## src/verilog/setpoint_map.vh

```
/*
 * Register map, field layout, reset values and timing counts of the
 * setpoint output updater.
 * Assumes a 100 MHz system clock and 32-bit AXI4-Lite word addressing.
 */
`ifndef SETPOINT_MAP_VH
`define SETPOINT_MAP_VH

// Global registers
`define SP_CTRL_ADDR 9'h000
`define SP_PORT_ADDR 9'h004
`define SP_STAT_ADDR 9'h008
`define SP_TABLE_BASE 9'h100

// Per setpoint: 4 words at base + slot*16 + word*4; table index in addr[7:2]
// Word 0: limit A [15:0], limit B [31:16]
// Word 1: criterion [2:0], mode [5:4], target1 [10:8], target2 [14:12],
//         half select [16]
// Word 2: value 1 [15:0], mask 1 [23:16]
// Word 3: value 2 [15:0], mask 2 [23:16]
`define SP_W_LIMITS 2'h0
`define SP_W_CFG 2'h1
`define SP_W_VAL1 2'h2
`define SP_W_VAL2 2'h3

// Control fields
`define SP_CTRL_RUN 0
`define SP_CTRL_RESET 32'h0000_0000

// Criteria codes
`define SP_CRIT_INSIDE 3'h0
`define SP_CRIT_OUTSIDE 3'h1
`define SP_CRIT_ABOVE 3'h2
`define SP_CRIT_BELOW 3'h3
`define SP_CRIT_EQUAL 3'h4

// Update modes
`define SP_MODE_NONE 2'h0
`define SP_MODE_TRUE 2'h1
`define SP_MODE_TF 2'h2
`define SP_MODE_HYST 2'h3

// Targets
`define SP_TGT_NONE 3'h0
`define SP_TGT_PORT 3'h1
`define SP_TGT_DAC 3'h2
`define SP_TGT_TIMER 3'h3

// Timing
`define SP_CLK_MHZ 100
`define SP_PIPE_US 2
`define SP_DAC_US 3
`define SP_PIPE_CYC (`SP_PIPE_US * `SP_CLK_MHZ)
`define SP_DAC_CYC (`SP_DAC_US * `SP_CLK_MHZ)

`endif

```

## src/verilog/setpoint_cfg_mem.v

```verilog
/*
 * Configuration memory of the setpoint table: one write port, two
 * registered read ports (bus readback and evaluation).
 * Assumes a single clock; read data appear one cycle after the address.
 */
`timescale 1ns/100ps
module setpoint_cfg_mem #(
  parameter AW = 6,
  parameter DW = 32
) (
  input wire clk_sys,
  input wire wr_en,
  input wire [AW-1:0] wr_addr,
  input wire [DW-1:0] wr_data,
  input wire [AW-1:0] rd_addr_a,
  output reg [DW-1:0] rd_data_a,
  input wire [AW-1:0] rd_addr_b,
  output reg [DW-1:0] rd_data_b
);

  reg [DW-1:0] mem [0:(1<<AW)-1];

  // Write and both registered reads
  always @(posedge clk_sys) begin
    if (wr_en) begin
      mem[wr_addr] <= wr_data;
    end
    rd_data_a <= mem[rd_addr_a];
    rd_data_b <= mem[rd_addr_b];
  end

endmodule

```

## src/verilog/setpoint_output_updater.v

```verilog
/*
 * Setpoint output updater: per-sample window detection and driving of
 * the setpoint digital port, analog output channels and timer loads.
 * Assumes acquisition samples arrive tagged with their setpoint slot,
 * one per scan per slot, and all inputs synchronous to clk_sys.
 */
`timescale 1ns/100ps
module setpoint_output_updater #(
  parameter NSP = 16,
  parameter NDAC = 4,
  parameter NTMR = 2
) (
  input wire clk_sys,
  input wire sys_rst,
  // AXI4-Lite slave
  input wire [8:0] s_axi_awaddr,
  input wire s_axi_awvalid,
  output reg s_axi_awready,
  input wire [31:0] s_axi_wdata,
  input wire [3:0] s_axi_wstrb,
  input wire s_axi_wvalid,
  output reg s_axi_wready,
  output reg [1:0] s_axi_bresp,
  output reg s_axi_bvalid,
  input wire s_axi_bready,
  input wire [8:0] s_axi_araddr,
  input wire s_axi_arvalid,
  output reg s_axi_arready,
  output reg [31:0] s_axi_rdata,
  output reg [1:0] s_axi_rresp,
  output reg s_axi_rvalid,
  input wire s_axi_rready,
  // Acquisition stream
  input wire scan_start,
  input wire smp_valid,
  input wire [3:0] smp_slot,
  input wire [31:0] smp_data,
  // Setpoint digital port (two-way)
  input wire [7:0] setpoint_digital_port_i,
  output reg [7:0] setpoint_digital_port_o,
  output reg setpoint_digital_port_oe,
  // Analog outputs
  output reg analog_output_channel_we,
  output reg [1:0] analog_output_channel_sel,
  output reg [15:0] analog_output_channel_data,
  output reg analog_output_channel_done,
  // Timers
  output reg timer_load,
  output reg [0:0] timer_sel,
  output reg [15:0] timer_value,
  // Detect vector
  output reg [15:0] detect
);

`include "setpoint_map.vh"

  localparam S_IDLE = 3'd0;
  localparam S_WAIT = 3'd1;
  localparam S_RD0 = 3'd2;
  localparam S_RD1 = 3'd3;
  localparam S_RD2 = 3'd4;
  localparam S_RD3 = 3'd5;
  localparam S_EVAL = 3'd6;

  // Wait end leaves four cycles for the table fetch; analog settle reload
  localparam [8:0] PIPE_LAST = `SP_PIPE_CYC - 4;
  localparam [8:0] DAC_LOAD = `SP_DAC_CYC - 1;

  // ****************************************************
  // Functions
  // ****************************************************
  function crit_met;
    input [2:0] crit;
    input [15:0] x;
    input [15:0] la;
    input [15:0] lb;
    begin
      case (crit)
        `SP_CRIT_INSIDE: crit_met = (x < la) && (x > lb);
        `SP_CRIT_OUTSIDE: crit_met = (x > la) || (x < lb);
        `SP_CRIT_ABOVE: crit_met = (x > lb);
        `SP_CRIT_BELOW: crit_met = (x < la);
        `SP_CRIT_EQUAL: crit_met = (x == la);
        default: crit_met = 1'b0;
      endcase
    end
  endfunction

  // Masked merge of a port byte
  function [7:0] merge;
    input [7:0] cur;
    input [7:0] val;
    input [7:0] msk;
    begin
      merge = (cur & ~msk) | (val & msk);
    end
  endfunction

  // ****************************************************
  // Register bus
  // ****************************************************
  reg run_r;
  reg [15:0] hyst_hi_r;
  reg [15:0] was_true_r;
  wire [31:0] rd_mem_b;
  reg aw_hold_r;
  reg w_hold_r;
  reg [8:0] awaddr_r;
  reg [31:0] wdata_r;
  reg rd_pend_r;
  reg rd_tbl_r;
  reg [8:0] araddr_r;
  wire wr_go;
  wire wr_tbl;
  wire [5:0] ev_addr;
  reg [3:0] ev_slot_r;
  reg [1:0] ev_word_r;
  wire [31:0] mem_a_q;

  assign wr_go = aw_hold_r && w_hold_r && !s_axi_bvalid;
  assign wr_tbl = wr_go && awaddr_r[8];

  // Write channel capture, either order
  always @(posedge clk_sys) begin
    if (sys_rst) begin
      s_axi_awready <= 1'b1;
      s_axi_wready <= 1'b1;
      aw_hold_r <= 1'b0;
      w_hold_r <= 1'b0;
      awaddr_r <= 9'h000;
      wdata_r <= 32'h0000_0000;
      s_axi_bvalid <= 1'b0;
      s_axi_bresp <= 2'b00;
      run_r <= 1'b0;
      setpoint_digital_port_oe <= 1'b0;
    end else begin
      if (s_axi_awvalid && s_axi_awready) begin
        aw_hold_r <= 1'b1;
        awaddr_r <= s_axi_awaddr;
        s_axi_awready <= 1'b0;
      end
      if (s_axi_wvalid && s_axi_wready) begin
        w_hold_r <= 1'b1;
        wdata_r <= s_axi_wdata;
        s_axi_wready <= 1'b0;
      end
      if (wr_go) begin
        aw_hold_r <= 1'b0;
        w_hold_r <= 1'b0;
        s_axi_bvalid <= 1'b1;
        s_axi_bresp <= 2'b00;
        if (awaddr_r == `SP_CTRL_ADDR) begin
          run_r <= wdata_r[`SP_CTRL_RUN];
        end else if (awaddr_r == `SP_PORT_ADDR) begin
          setpoint_digital_port_oe <= 1'b1;
        end else if (!awaddr_r[8] && awaddr_r != `SP_STAT_ADDR) begin
          s_axi_bresp <= 2'b10;
        end
      end
      if (s_axi_bvalid && s_axi_bready) begin
        s_axi_bvalid <= 1'b0;
        s_axi_awready <= 1'b1;
        s_axi_wready <= 1'b1;
      end
    end
  end

  // Read channel: table words need one memory cycle
  always @(posedge clk_sys) begin
    if (sys_rst) begin
      s_axi_arready <= 1'b1;
      s_axi_rvalid <= 1'b0;
      s_axi_rdata <= 32'h0000_0000;
      s_axi_rresp <= 2'b00;
      rd_pend_r <= 1'b0;
      rd_tbl_r <= 1'b0;
      araddr_r <= 9'h000;
    end else begin
      if (s_axi_arvalid && s_axi_arready) begin
        s_axi_arready <= 1'b0;
        rd_pend_r <= 1'b1;
        araddr_r <= s_axi_araddr;
      end
      if (rd_pend_r) begin
        rd_pend_r <= 1'b0;
        s_axi_rvalid <= 1'b1;
        s_axi_rresp <= 2'b00;
        if (araddr_r[8]) begin
          s_axi_rdata <= mem_a_q;
        end else if (araddr_r == `SP_CTRL_ADDR) begin
          s_axi_rdata <= {31'h0000_0000, run_r};
        end else if (araddr_r == `SP_PORT_ADDR) begin
          s_axi_rdata <= {23'h00_0000, setpoint_digital_port_oe, setpoint_digital_port_i};
        end else if (araddr_r == `SP_STAT_ADDR) begin
          s_axi_rdata <= {16'h0000, detect};
        end else begin
          s_axi_rdata <= 32'h0000_0000;
          s_axi_rresp <= 2'b10;
        end
      end
      if (s_axi_rvalid && s_axi_rready) begin
        s_axi_rvalid <= 1'b0;
        s_axi_arready <= 1'b1;
      end
    end
  end

  // ****************************************************
  // Setpoint table
  // ****************************************************
  assign ev_addr = {ev_slot_r, ev_word_r};

  setpoint_cfg_mem #(
    .AW(6),
    .DW(32)
  ) u_cfg (
    .clk_sys(clk_sys),
    .wr_en(wr_tbl),
    .wr_addr(awaddr_r[7:2]),
    .wr_data(wdata_r),
    .rd_addr_a(s_axi_arvalid && s_axi_arready ? s_axi_araddr[7:2] : araddr_r[7:2]),
    .rd_data_a(mem_a_q),
    .rd_addr_b(ev_addr),
    .rd_data_b(rd_mem_b)
  );

  // ****************************************************
  // Evaluation sequencer
  // ****************************************************
  reg [2:0] st_r;
  reg [8:0] dly_r;
  reg [15:0] x_r;
  reg [31:0] w_lim_r;
  reg [31:0] w_cfg_r;
  reg [31:0] w_v1_r;
  reg [31:0] smp_r;
  reg [8:0] dac_cnt_r;
  reg [15:0] sel_val;
  reg [7:0] sel_msk;
  reg [2:0] sel_tgt;
  reg sel_go;
  reg hit;
  reg [15:0] x_half;

  // Select the counter half
  always @* begin
    x_half = w_cfg_r[16] ? smp_r[31:16] : smp_r[15:0];
  end

  // Decision of what to apply, per mode
  always @* begin
    hit = crit_met(w_cfg_r[2:0], x_half, w_lim_r[15:0], w_lim_r[31:16]);
    sel_go = 1'b0;
    sel_val = w_v1_r[15:0];
    sel_msk = w_v1_r[23:16];
    sel_tgt = w_cfg_r[10:8];
    case (w_cfg_r[5:4])
      `SP_MODE_TRUE: begin
        sel_go = hit && !was_true_r[ev_slot_r];
      end
      `SP_MODE_TF: begin
        sel_go = 1'b1;
        if (!hit) begin
          sel_val = rd_mem_b[15:0];
          sel_msk = rd_mem_b[23:16];
          sel_tgt = w_cfg_r[14:12];
        end
      end
      `SP_MODE_HYST: begin
        if (x_half > w_lim_r[15:0]) begin
          sel_go = !hyst_hi_r[ev_slot_r];
          sel_val = rd_mem_b[15:0];
          sel_msk = rd_mem_b[23:16];
          sel_tgt = w_cfg_r[14:12];
        end else if (x_half < w_lim_r[31:16]) begin
          sel_go = hyst_hi_r[ev_slot_r] || !was_true_r[ev_slot_r];
        end
      end
      default: sel_go = 1'b0;
    endcase
  end

  // Sequencer: wait pipeline delay, fetch four words, apply
  always @(posedge clk_sys) begin
    if (sys_rst) begin
      st_r <= S_IDLE;
      dly_r <= 9'd0;
      ev_slot_r <= 4'h0;
      ev_word_r <= 2'h0;
      smp_r <= 32'h0000_0000;
      w_lim_r <= 32'h0000_0000;
      w_cfg_r <= 32'h0000_0000;
      w_v1_r <= 32'h0000_0000;
      detect <= 16'h0000;
      was_true_r <= 16'h0000;
      hyst_hi_r <= 16'h0000;
      setpoint_digital_port_o <= 8'h00;
      analog_output_channel_we <= 1'b0;
      analog_output_channel_sel <= 2'h0;
      analog_output_channel_data <= 16'h0000;
      timer_load <= 1'b0;
      timer_sel <= 1'b0;
      timer_value <= 16'h0000;
    end else begin
      analog_output_channel_we <= 1'b0;
      timer_load <= 1'b0;
      if (wr_go && awaddr_r == `SP_PORT_ADDR) begin
        setpoint_digital_port_o <= wdata_r[7:0];
      end
      case (st_r)
        S_IDLE: begin
          if (run_r && smp_valid) begin
            smp_r <= smp_data;
            ev_slot_r <= smp_slot;
            dly_r <= 9'd0;
            st_r <= S_WAIT;
          end
        end
        S_WAIT: begin
          dly_r <= dly_r + 9'd1;
          if (dly_r == PIPE_LAST) begin
            ev_word_r <= `SP_W_LIMITS;
            st_r <= S_RD0;
          end
        end
        S_RD0: begin
          ev_word_r <= `SP_W_CFG;
          st_r <= S_RD1;
        end
        S_RD1: begin
          w_lim_r <= rd_mem_b;
          ev_word_r <= `SP_W_VAL1;
          st_r <= S_RD2;
        end
        S_RD2: begin
          w_cfg_r <= rd_mem_b;
          ev_word_r <= `SP_W_VAL2;
          st_r <= S_RD3;
        end
        S_RD3: begin
          w_v1_r <= rd_mem_b;
          st_r <= S_EVAL;
        end
        S_EVAL: begin
          detect[ev_slot_r] <= hit;
          was_true_r[ev_slot_r] <= hit;
          if (w_cfg_r[5:4] == `SP_MODE_HYST) begin
            if (x_half > w_lim_r[15:0]) begin
              hyst_hi_r[ev_slot_r] <= 1'b1;
              was_true_r[ev_slot_r] <= 1'b1;
            end else if (x_half < w_lim_r[31:16]) begin
              hyst_hi_r[ev_slot_r] <= 1'b0;
              was_true_r[ev_slot_r] <= 1'b1;
            end else begin
              was_true_r[ev_slot_r] <= was_true_r[ev_slot_r];
            end
          end
          if (sel_go) begin
            case (sel_tgt)
              `SP_TGT_PORT: begin
                setpoint_digital_port_o <=
                  merge(setpoint_digital_port_o, sel_val[7:0], sel_msk);
              end
              `SP_TGT_DAC: begin
                analog_output_channel_we <= 1'b1;
                analog_output_channel_sel <= sel_msk[1:0];
                analog_output_channel_data <= sel_val;
              end
              `SP_TGT_TIMER: begin
                timer_load <= 1'b1;
                timer_sel <= sel_msk[0];
                timer_value <= sel_val;
              end
              default: timer_load <= 1'b0;
            endcase
          end
          st_r <= S_IDLE;
        end
        default: st_r <= S_IDLE;
      endcase
    end
  end

  // Analog settle timer: done pulse after shift and conversion
  always @(posedge clk_sys) begin
    if (sys_rst) begin
      dac_cnt_r <= 9'd0;
      analog_output_channel_done <= 1'b0;
    end else begin
      analog_output_channel_done <= 1'b0;
      if (analog_output_channel_we) begin
        dac_cnt_r <= DAC_LOAD;
      end else if (dac_cnt_r != 9'd0) begin
        dac_cnt_r <= dac_cnt_r - 9'd1;
        analog_output_channel_done <= (dac_cnt_r == 9'd1);
      end
    end
  end

endmodule

```

## config.mk

```make
export PLATFORM = sky130hd
export DESIGN_NAME = setpoint_output_updater
export DESIGN_NICKNAME = d
export VERILOG_FILES = /design/src/verilog/setpoint_cfg_mem.v /design/src/verilog/setpoint_output_updater.v
export VERILOG_INCLUDE_DIRS = /design/src /design/src/verilog
export SDC_FILE = /design/constraint.sdc
export NUM_CORES = 2
export LEC_CHECK = 0
export ABC_AREA = 1
export BUFFER_PORTS_ARGS = -buffer_cell sky130_fd_sc_hd__buf_2
export CELL_PAD_IN_SITES_DETAIL_PLACEMENT = 1
export CELL_PAD_IN_SITES_GLOBAL_PLACEMENT = 2
export CORE_UTILIZATION = 45
export CTS_BUF_LIST = sky130_fd_sc_hd__clkbuf_16
export DETAILED_ROUTE_END_ITERATION = 7
export PLACE_DENSITY_LB_ADDON = 0.1
export SLEW_MARGIN = 15
export SYNTH_ARGS = -nofsm -noshare
export SYNTH_HDL_FRONTEND = slang
export SYNTH_SLANG_ARGS = --single-unit
```

## constraint.sdc

```tcl
create_clock -name clk_sys -period 7.5 [get_ports clk_sys]
set_input_delay 0.75 -clock clk_sys [delete_from_list [all_inputs] [get_ports clk_sys]]
set_output_delay 0.75 -clock clk_sys [all_outputs]
set_load 0.005 [all_outputs]
```

* After elaboration in Yosys (flattened, before gate mapping)
Memory sizes are Yosys's and may differ from the RTL's. A register that Yosys moved wholly into a read port is not among the register bits.
Cells that the tools add are included.
** Storage, ports and cells
- Register bits :: 322
- Bits in writable memories :: 2048
- Input bits :: 107
- Output and inout bits :: 104
- Logic and storage cells :: 186
- Memories :: 1
** Cells by class
- $add $sub $neg :: 2
- Order comparisons :: 6
- Equality and inequality tests :: 25
- Multiplexer cells :: 58
- Bitwise gates (word level) :: 12
- Reduce and logical (&&, ||, !) cells :: 45
** Memories
- u_cfg.mem :: depth 64, width 32, read ports 2, clocked after Yosys merged registers in 2, write ports 1, RTL line setpoint_cfg_mem.v:21 : reg [DW-1:0] mem [0:(1<<AW)-1];
** Operator list (number)
- $mux 16 :: 11
- $bwmux 16 :: 3
- $mux 8 :: 6
- $gt 16x16->1 :: 2
- $lt 16x16->1 :: 2
- $mux 32 :: 1
- $or 16x16->16 :: 2
- $pmux 16 s2 :: 1
- $mux 9 :: 3
- $eq 3x2->1 const B :: 6
- $eq 9x3->1 const B :: 2
- $logic_not 9->1 :: 2
- $pmux 3 s6 :: 1
- $pmux 9 s2 :: 1
- $and 16x16->16 :: 1
- $and 8x8->8 :: 2
- $eq 16x16->1 :: 1
- $mux 2 :: 8
- $not 16->16 :: 1
- $pmux 8 s2 :: 1
- $logic_and 1x1->1 :: 14
- $eq 3x3->1 const B :: 4
- $mux 3 :: 4
- $reduce_and 3->1 :: 4
- other kinds (32) :: 65

* Depth between registers and ports, before layout
- Depth after elaboration :: 12
- Mapped depth :: 27
- Depth with buffers taken out :: 26

* Hierarchy
Synthesis repeated with hierarchy kept, for this count alone.
** Second synthesis, totals
- Cell total of the unflattened synthesis :: 13498
- Area total of the unflattened synthesis :: 118240.9 um^2
** Modules (own cells, without submodules)
- setpoint_cfg_mem :: instances 1, cells each 11429, area each 103800.8 um^2, seq. area each 62780.2 um^2
- setpoint_output_updater :: instances 1, cells each 2069, area each 14440.1 um^2, seq. area each 6306.0 um^2

* Worst setup path after synthesis
No wires, ideal clock.
- Path type :: reg-to-reg
- Start :: register s_axi_bvalid
- End :: memory u_cfg.mem[0][0] (enable)
- Arrival time :: 2.890 ns
- Required time :: 7.079 ns
- Slack :: 4.188 ns
- Cell stages (with the launch flop) :: 6
- Period minus slack after synthesis :: 3.312 ns
- Cells stage by stage :: dfxtp_1 nor3_1 inv_1 nor2_1 nand4_1 nor2_1
** Between the ends
- Cells in the longest elaborated chain, start to end :: 5
** Ends and longest elaborated chain
- start: declaration :: RTL line setpoint_output_updater.v:24 : output reg s_axi_bvalid,
- start signal: assignment :: RTL line setpoint_output_updater.v:132 : s_axi_bvalid <= 1'b0;
- start signal: assignment :: RTL line setpoint_output_updater.v:150 : s_axi_bvalid <= 1'b1;
- start signal: assignment :: RTL line setpoint_output_updater.v:161 : s_axi_bvalid <= 1'b0;
- $logic_not 1->1 :: RTL line setpoint_output_updater.v:120 : assign wr_go = aw_hold_r && w_hold_r && !s_axi_bvalid;
- $logic_and 1x1->1 :: RTL line setpoint_output_updater.v:120
- $logic_and 1x1->1 :: RTL line setpoint_output_updater.v:121 : assign wr_tbl = wr_go && awaddr_r[8];
- $mux 1 :: RTL line setpoint_cfg_mem.v:25 : if (wr_en) begin
- $mux 1 (not written as such) :: RTL line setpoint_cfg_mem.v:26 : mem[wr_addr] <= wr_data;
- end: declaration :: RTL line setpoint_cfg_mem.v:21
No other way between the ends.

* Worst setup path in the final report
- Start :: register w_cfg_r[16]
- End :: register analog_output_channel_data[11]
** Between the ends
- Cells in the longest elaborated chain, start to end :: 8
- Elaborated cells between the ends (all ways) :: 21
- Those cells by class :: 4 x order compare; 2 x eq/ne; 11 x mux; 4 x reduce/logical
** Ends and longest elaborated chain
- start: declaration :: RTL line setpoint_output_updater.v:234 : reg [31:0] w_cfg_r;
- start signal: assignment :: RTL line setpoint_output_updater.v:336 : w_cfg_r <= rd_mem_b;
- $mux 16 (*) :: RTL line setpoint_output_updater.v:247 : x_half = w_cfg_r[16] ? smp_r[31:16] : smp_r[15:0];
- $gt 16x16->1, or another cell as far along :: RTL line setpoint_output_updater.v:80, setpoint_output_updater.v:270
- $logic_or 1x1->1 or $logic_and 1x1->1 (tied branches) :: RTL line setpoint_output_updater.v:80, setpoint_output_updater.v:79
- $pmux 1 s5 :: RTL line setpoint_output_updater.v:78 : case (crit)
- $mux 3 :: RTL line setpoint_output_updater.v:263 : if (!hit) begin
- $pmux 3 s2 :: RTL line setpoint_output_updater.v:257 : case (w_cfg_r[5:4])
- $eq 3x2->1 :: RTL line setpoint_output_updater.v:359 : case (sel_tgt)
- $reduce_and 3->1 (no source line)
- end signal: assignment :: RTL line setpoint_output_updater.v:367 : analog_output_channel_data <= sel_val;
- end: declaration :: RTL line setpoint_output_updater.v:45 : output reg [15:0] analog_output_channel_data,
Mark *: on every way between the ends. The rest lies on a longest branch, timed or not.
A chain may end at the register's enable or synchronous reset.

==> reports/qor.yml <==
detailed_routing:
  routed_wl_um: 515000
  via_count: 101000
  via_per_inst: 6.65
  drc: 0
  firstDrtPassIters: 6
  wl_per_cell_um: 34.0
  ant_nets: 0
  first_iter_violations: 13800
clocking:
  path_clk_slew_ns: 0.06
  cts-resized-gates: 0
  cts_setup_buffers: 0
  numCtsBuffers: 294
  cts_tree: "built"
  cts.sinks: 2427
  ctsLongestPathBuffers: 4
  worst_skew_pair.late_latency_ns: 0.95
  cts_root_buf: "clkbuf_16"
  htree_levels: 5
  hold_buffers: 0
sta:
  final_max_slew_viol_count: 0
  skew_ns: 0.0456
  max_slew_margin: 0.0461
  setup_tns_ns: 0
  rsz0062_at_grt: "false"
  hold_violations: 0
  fin_crit_ns: 5.58
  setup_violations: 0
  max_freq_mhz: 179
  setup_slack_ns: 1.92
  max_slew.worst_pin.slew_ns: 1.43
  period_share: 0.744
synthesis:
  synthFlopType: "edfxtp_1"
  synth_cell_types: 44
  async_reset_ff_frac: 0
  synth-edff-count: 2048
  synth_top_area_share: 0.537
  yosys_register_bits: 2427
  syn_area_per_cell_um2: 9.73
  synth_area_mm2: 0.114
  synthCells: 11800
  yosys.area.top_type: "edfxtp_1"
  synth-warning-count: 0
  seq_area_frac_synth: 0.604
  synth.top_cells.by_area: "edfxtp_1 (54%), o21ai_0 (10%), o211ai_1 (6.8%)"
min_path:
  hold_path.class: "in2reg"
place:
  place_hpwl_um: 290000
  pre_cts_slack_ns: 2.03
  port_buffers: 203
  place_congestion: 0.885
global_route:
  grt_pass1_vias: 100000
  grt_max_degree: 205
  grt_use_total: 0.393
  grt_overflow: 0
  antenna_found_initial: 35
  grt_pass1_wl_um: 725000
layout:
  area_growth_pct: 12.1
  multiInputGateArea_mm2: 0.0395
  fillCellCount: 27500
  drive_gt1_frac: 0.0854
  fin_nets: 11700
  register_area_mm2: 0.0692
critical_path:
  critPathMaxFanout: 45
  criticalPathCategory: "reg2reg"
  critPathArrivalTime_ns: 6.39
  start_kind: "register"
  worst_ep_required_time_ns: 8.31
  cp-end-kind: "register"
run:
  max_cap_violations: 0
floorplanning:
  start_util: 0.454
  io_pins: 211
  num_rows: 184
  fp.dieH_um: 506
  core_region_area_mm2: 0.252
  die_w_um: 506
  fp.dieArea_mm2: 0.256
power_and_ir_drop:
  p_leak_nw: 44.0
  vdd_ir_drop_max_v: 0.000249
  p_per_area_mw_per_mm2: 250
status:
  outcome: "finished clean"
-- cells in the mapped netlist (9+ instances only) --
cell       instances
a21oi_1          800
a221oi_1          71
a22o_1            79
a31oi_1           19
a41oi_1           11
buf_1            111
buf_2             71
clkbuf_1         766
clkinv_1          11
dfxtp_1          379
edfxtp_1        2048
ha_1              36
inv_1            744
inv_2             13
nand2_1         1221
nand3_1          549
nand4_1           73
nor2_1          1306
nor3_1            22
o2111ai_1          9
o211ai_1        1044
o21ai_0         2307
o221ai_1          19
-- per-layer routing --
layer	vias up	routed length, um	track usage
li1	42300	-	-
met1	51100	198000	0.512
met4	24	34700	0.235
met2	5832	225000	0.595
met5	-	154	0
met3	1531	57100	0.0953
-- cell usage in the layout, fill, tap and decap left out, drive strengths merged, types with 36 or more instances in the layout --
cell / n
o211ai: 1044
a221oi: 71
buf: 469
a21oi: 800
dfxtp: 379
clkinv: 124
nand4: 73
a22o: 79
nor2: 1311
o21ai: 2310
nand3: 552
nand2: 1226
inv: 832
edfxtp: 2048
ha: 36
clkbuf: 299
-- where the power goes --
group          total, mW  switching, mW  internal (mW)
Combinational       3.29           2.48          0.812
Sequential          15.2          0.365           14.8
Clock               13.6           5.76           7.88
-- layout make-up --
class | instances | area share
inverter | 768 | 0.0228
tap | 3348 | 0.0326
timing repair buffer | 469 | 0.0283
clock buffer | 299 | 0.0583
multi-input combinational | 7617 | 0.307
sequential | 2427 | 0.539
antenna | 15 | 0.000292
clock inverter | 212 | 0.0115
-- metrics by stage --
step	std cells	utilization	total power, mW	hold WS, ns	cell area (um^2)
3_3_place_gp	14600	0.473	18.6	0.431	119000
3_5_place_dp	14600	0.473	18.6	0.448	119000
6_report	15200	0.509	32.1	0.0452	128000
5_1_grt	15100	0.509	32.8	0.0337	128000
2_1_floorplan	11800	-	17.1	0.415	114000
4_1_cts	15100	0.509	32.1	0.00707	128000
-- worst max-delay path: stages (launching register included) --
cell,delay [ns]
dfxtp_1,1.00
o21ai_0,0.40
ha_1,0.41
a21oi_1,0.16
o21ai_0,0.09
a21oi_1,0.68
nand2_2,0.18
nand2_1,0.12
nand2_1,0.10
nand2_2,0.16
nand3_4,0.44
nand2_1,0.20
nand3_1,0.10
nand2_1,0.51
nand3_2,0.52
nor2_1,0.26
nor2_1,0.06
-- cell families after synthesis --
family	share of synthesized area
DFF	0.604
and+or+nand+nor	0.113
AOI/OAI and AO/OA	0.222
other	0.0000328
buffers and inverters	0.0573
adders and majority gates	0.00394
muxes	0.000175
-- flip-flops by register name, summed over array words and instances (netlist names), 4 cells and up, named ones only --
signal                      flops
u_cfg.rd_data_a                32
dly_r                           9
analog_output_channel_data     16
w_lim_r                        32
was_true_r                     16
awaddr_r                        9
u_cfg.mem                    2048
detect                         16
smp_r                          32
timer_value                    16
w_v1_r                         24
ev_slot_r                       4
araddr_r                        9
u_cfg.rd_data_b                32
s_axi_rdata                    32
dac_cnt_r                       9
wdata_r                        32
w_cfg_r                        12
-- final timing paths --
check                from                        endpoint  slack (ns)  depth (start not counted)
max           w_cfg_r[16]  analog_output_channel_data[11]        1.92                         16
min reg2reg  dac_cnt_r[8]      analog_output_channel_done        0.45                          1
max reg2reg   w_cfg_r[16]  analog_output_channel_data[11]        1.92                         16
min          smp_data[25]                       smp_r[25]        0.05                          3
(Power assumes the default switching activity.)
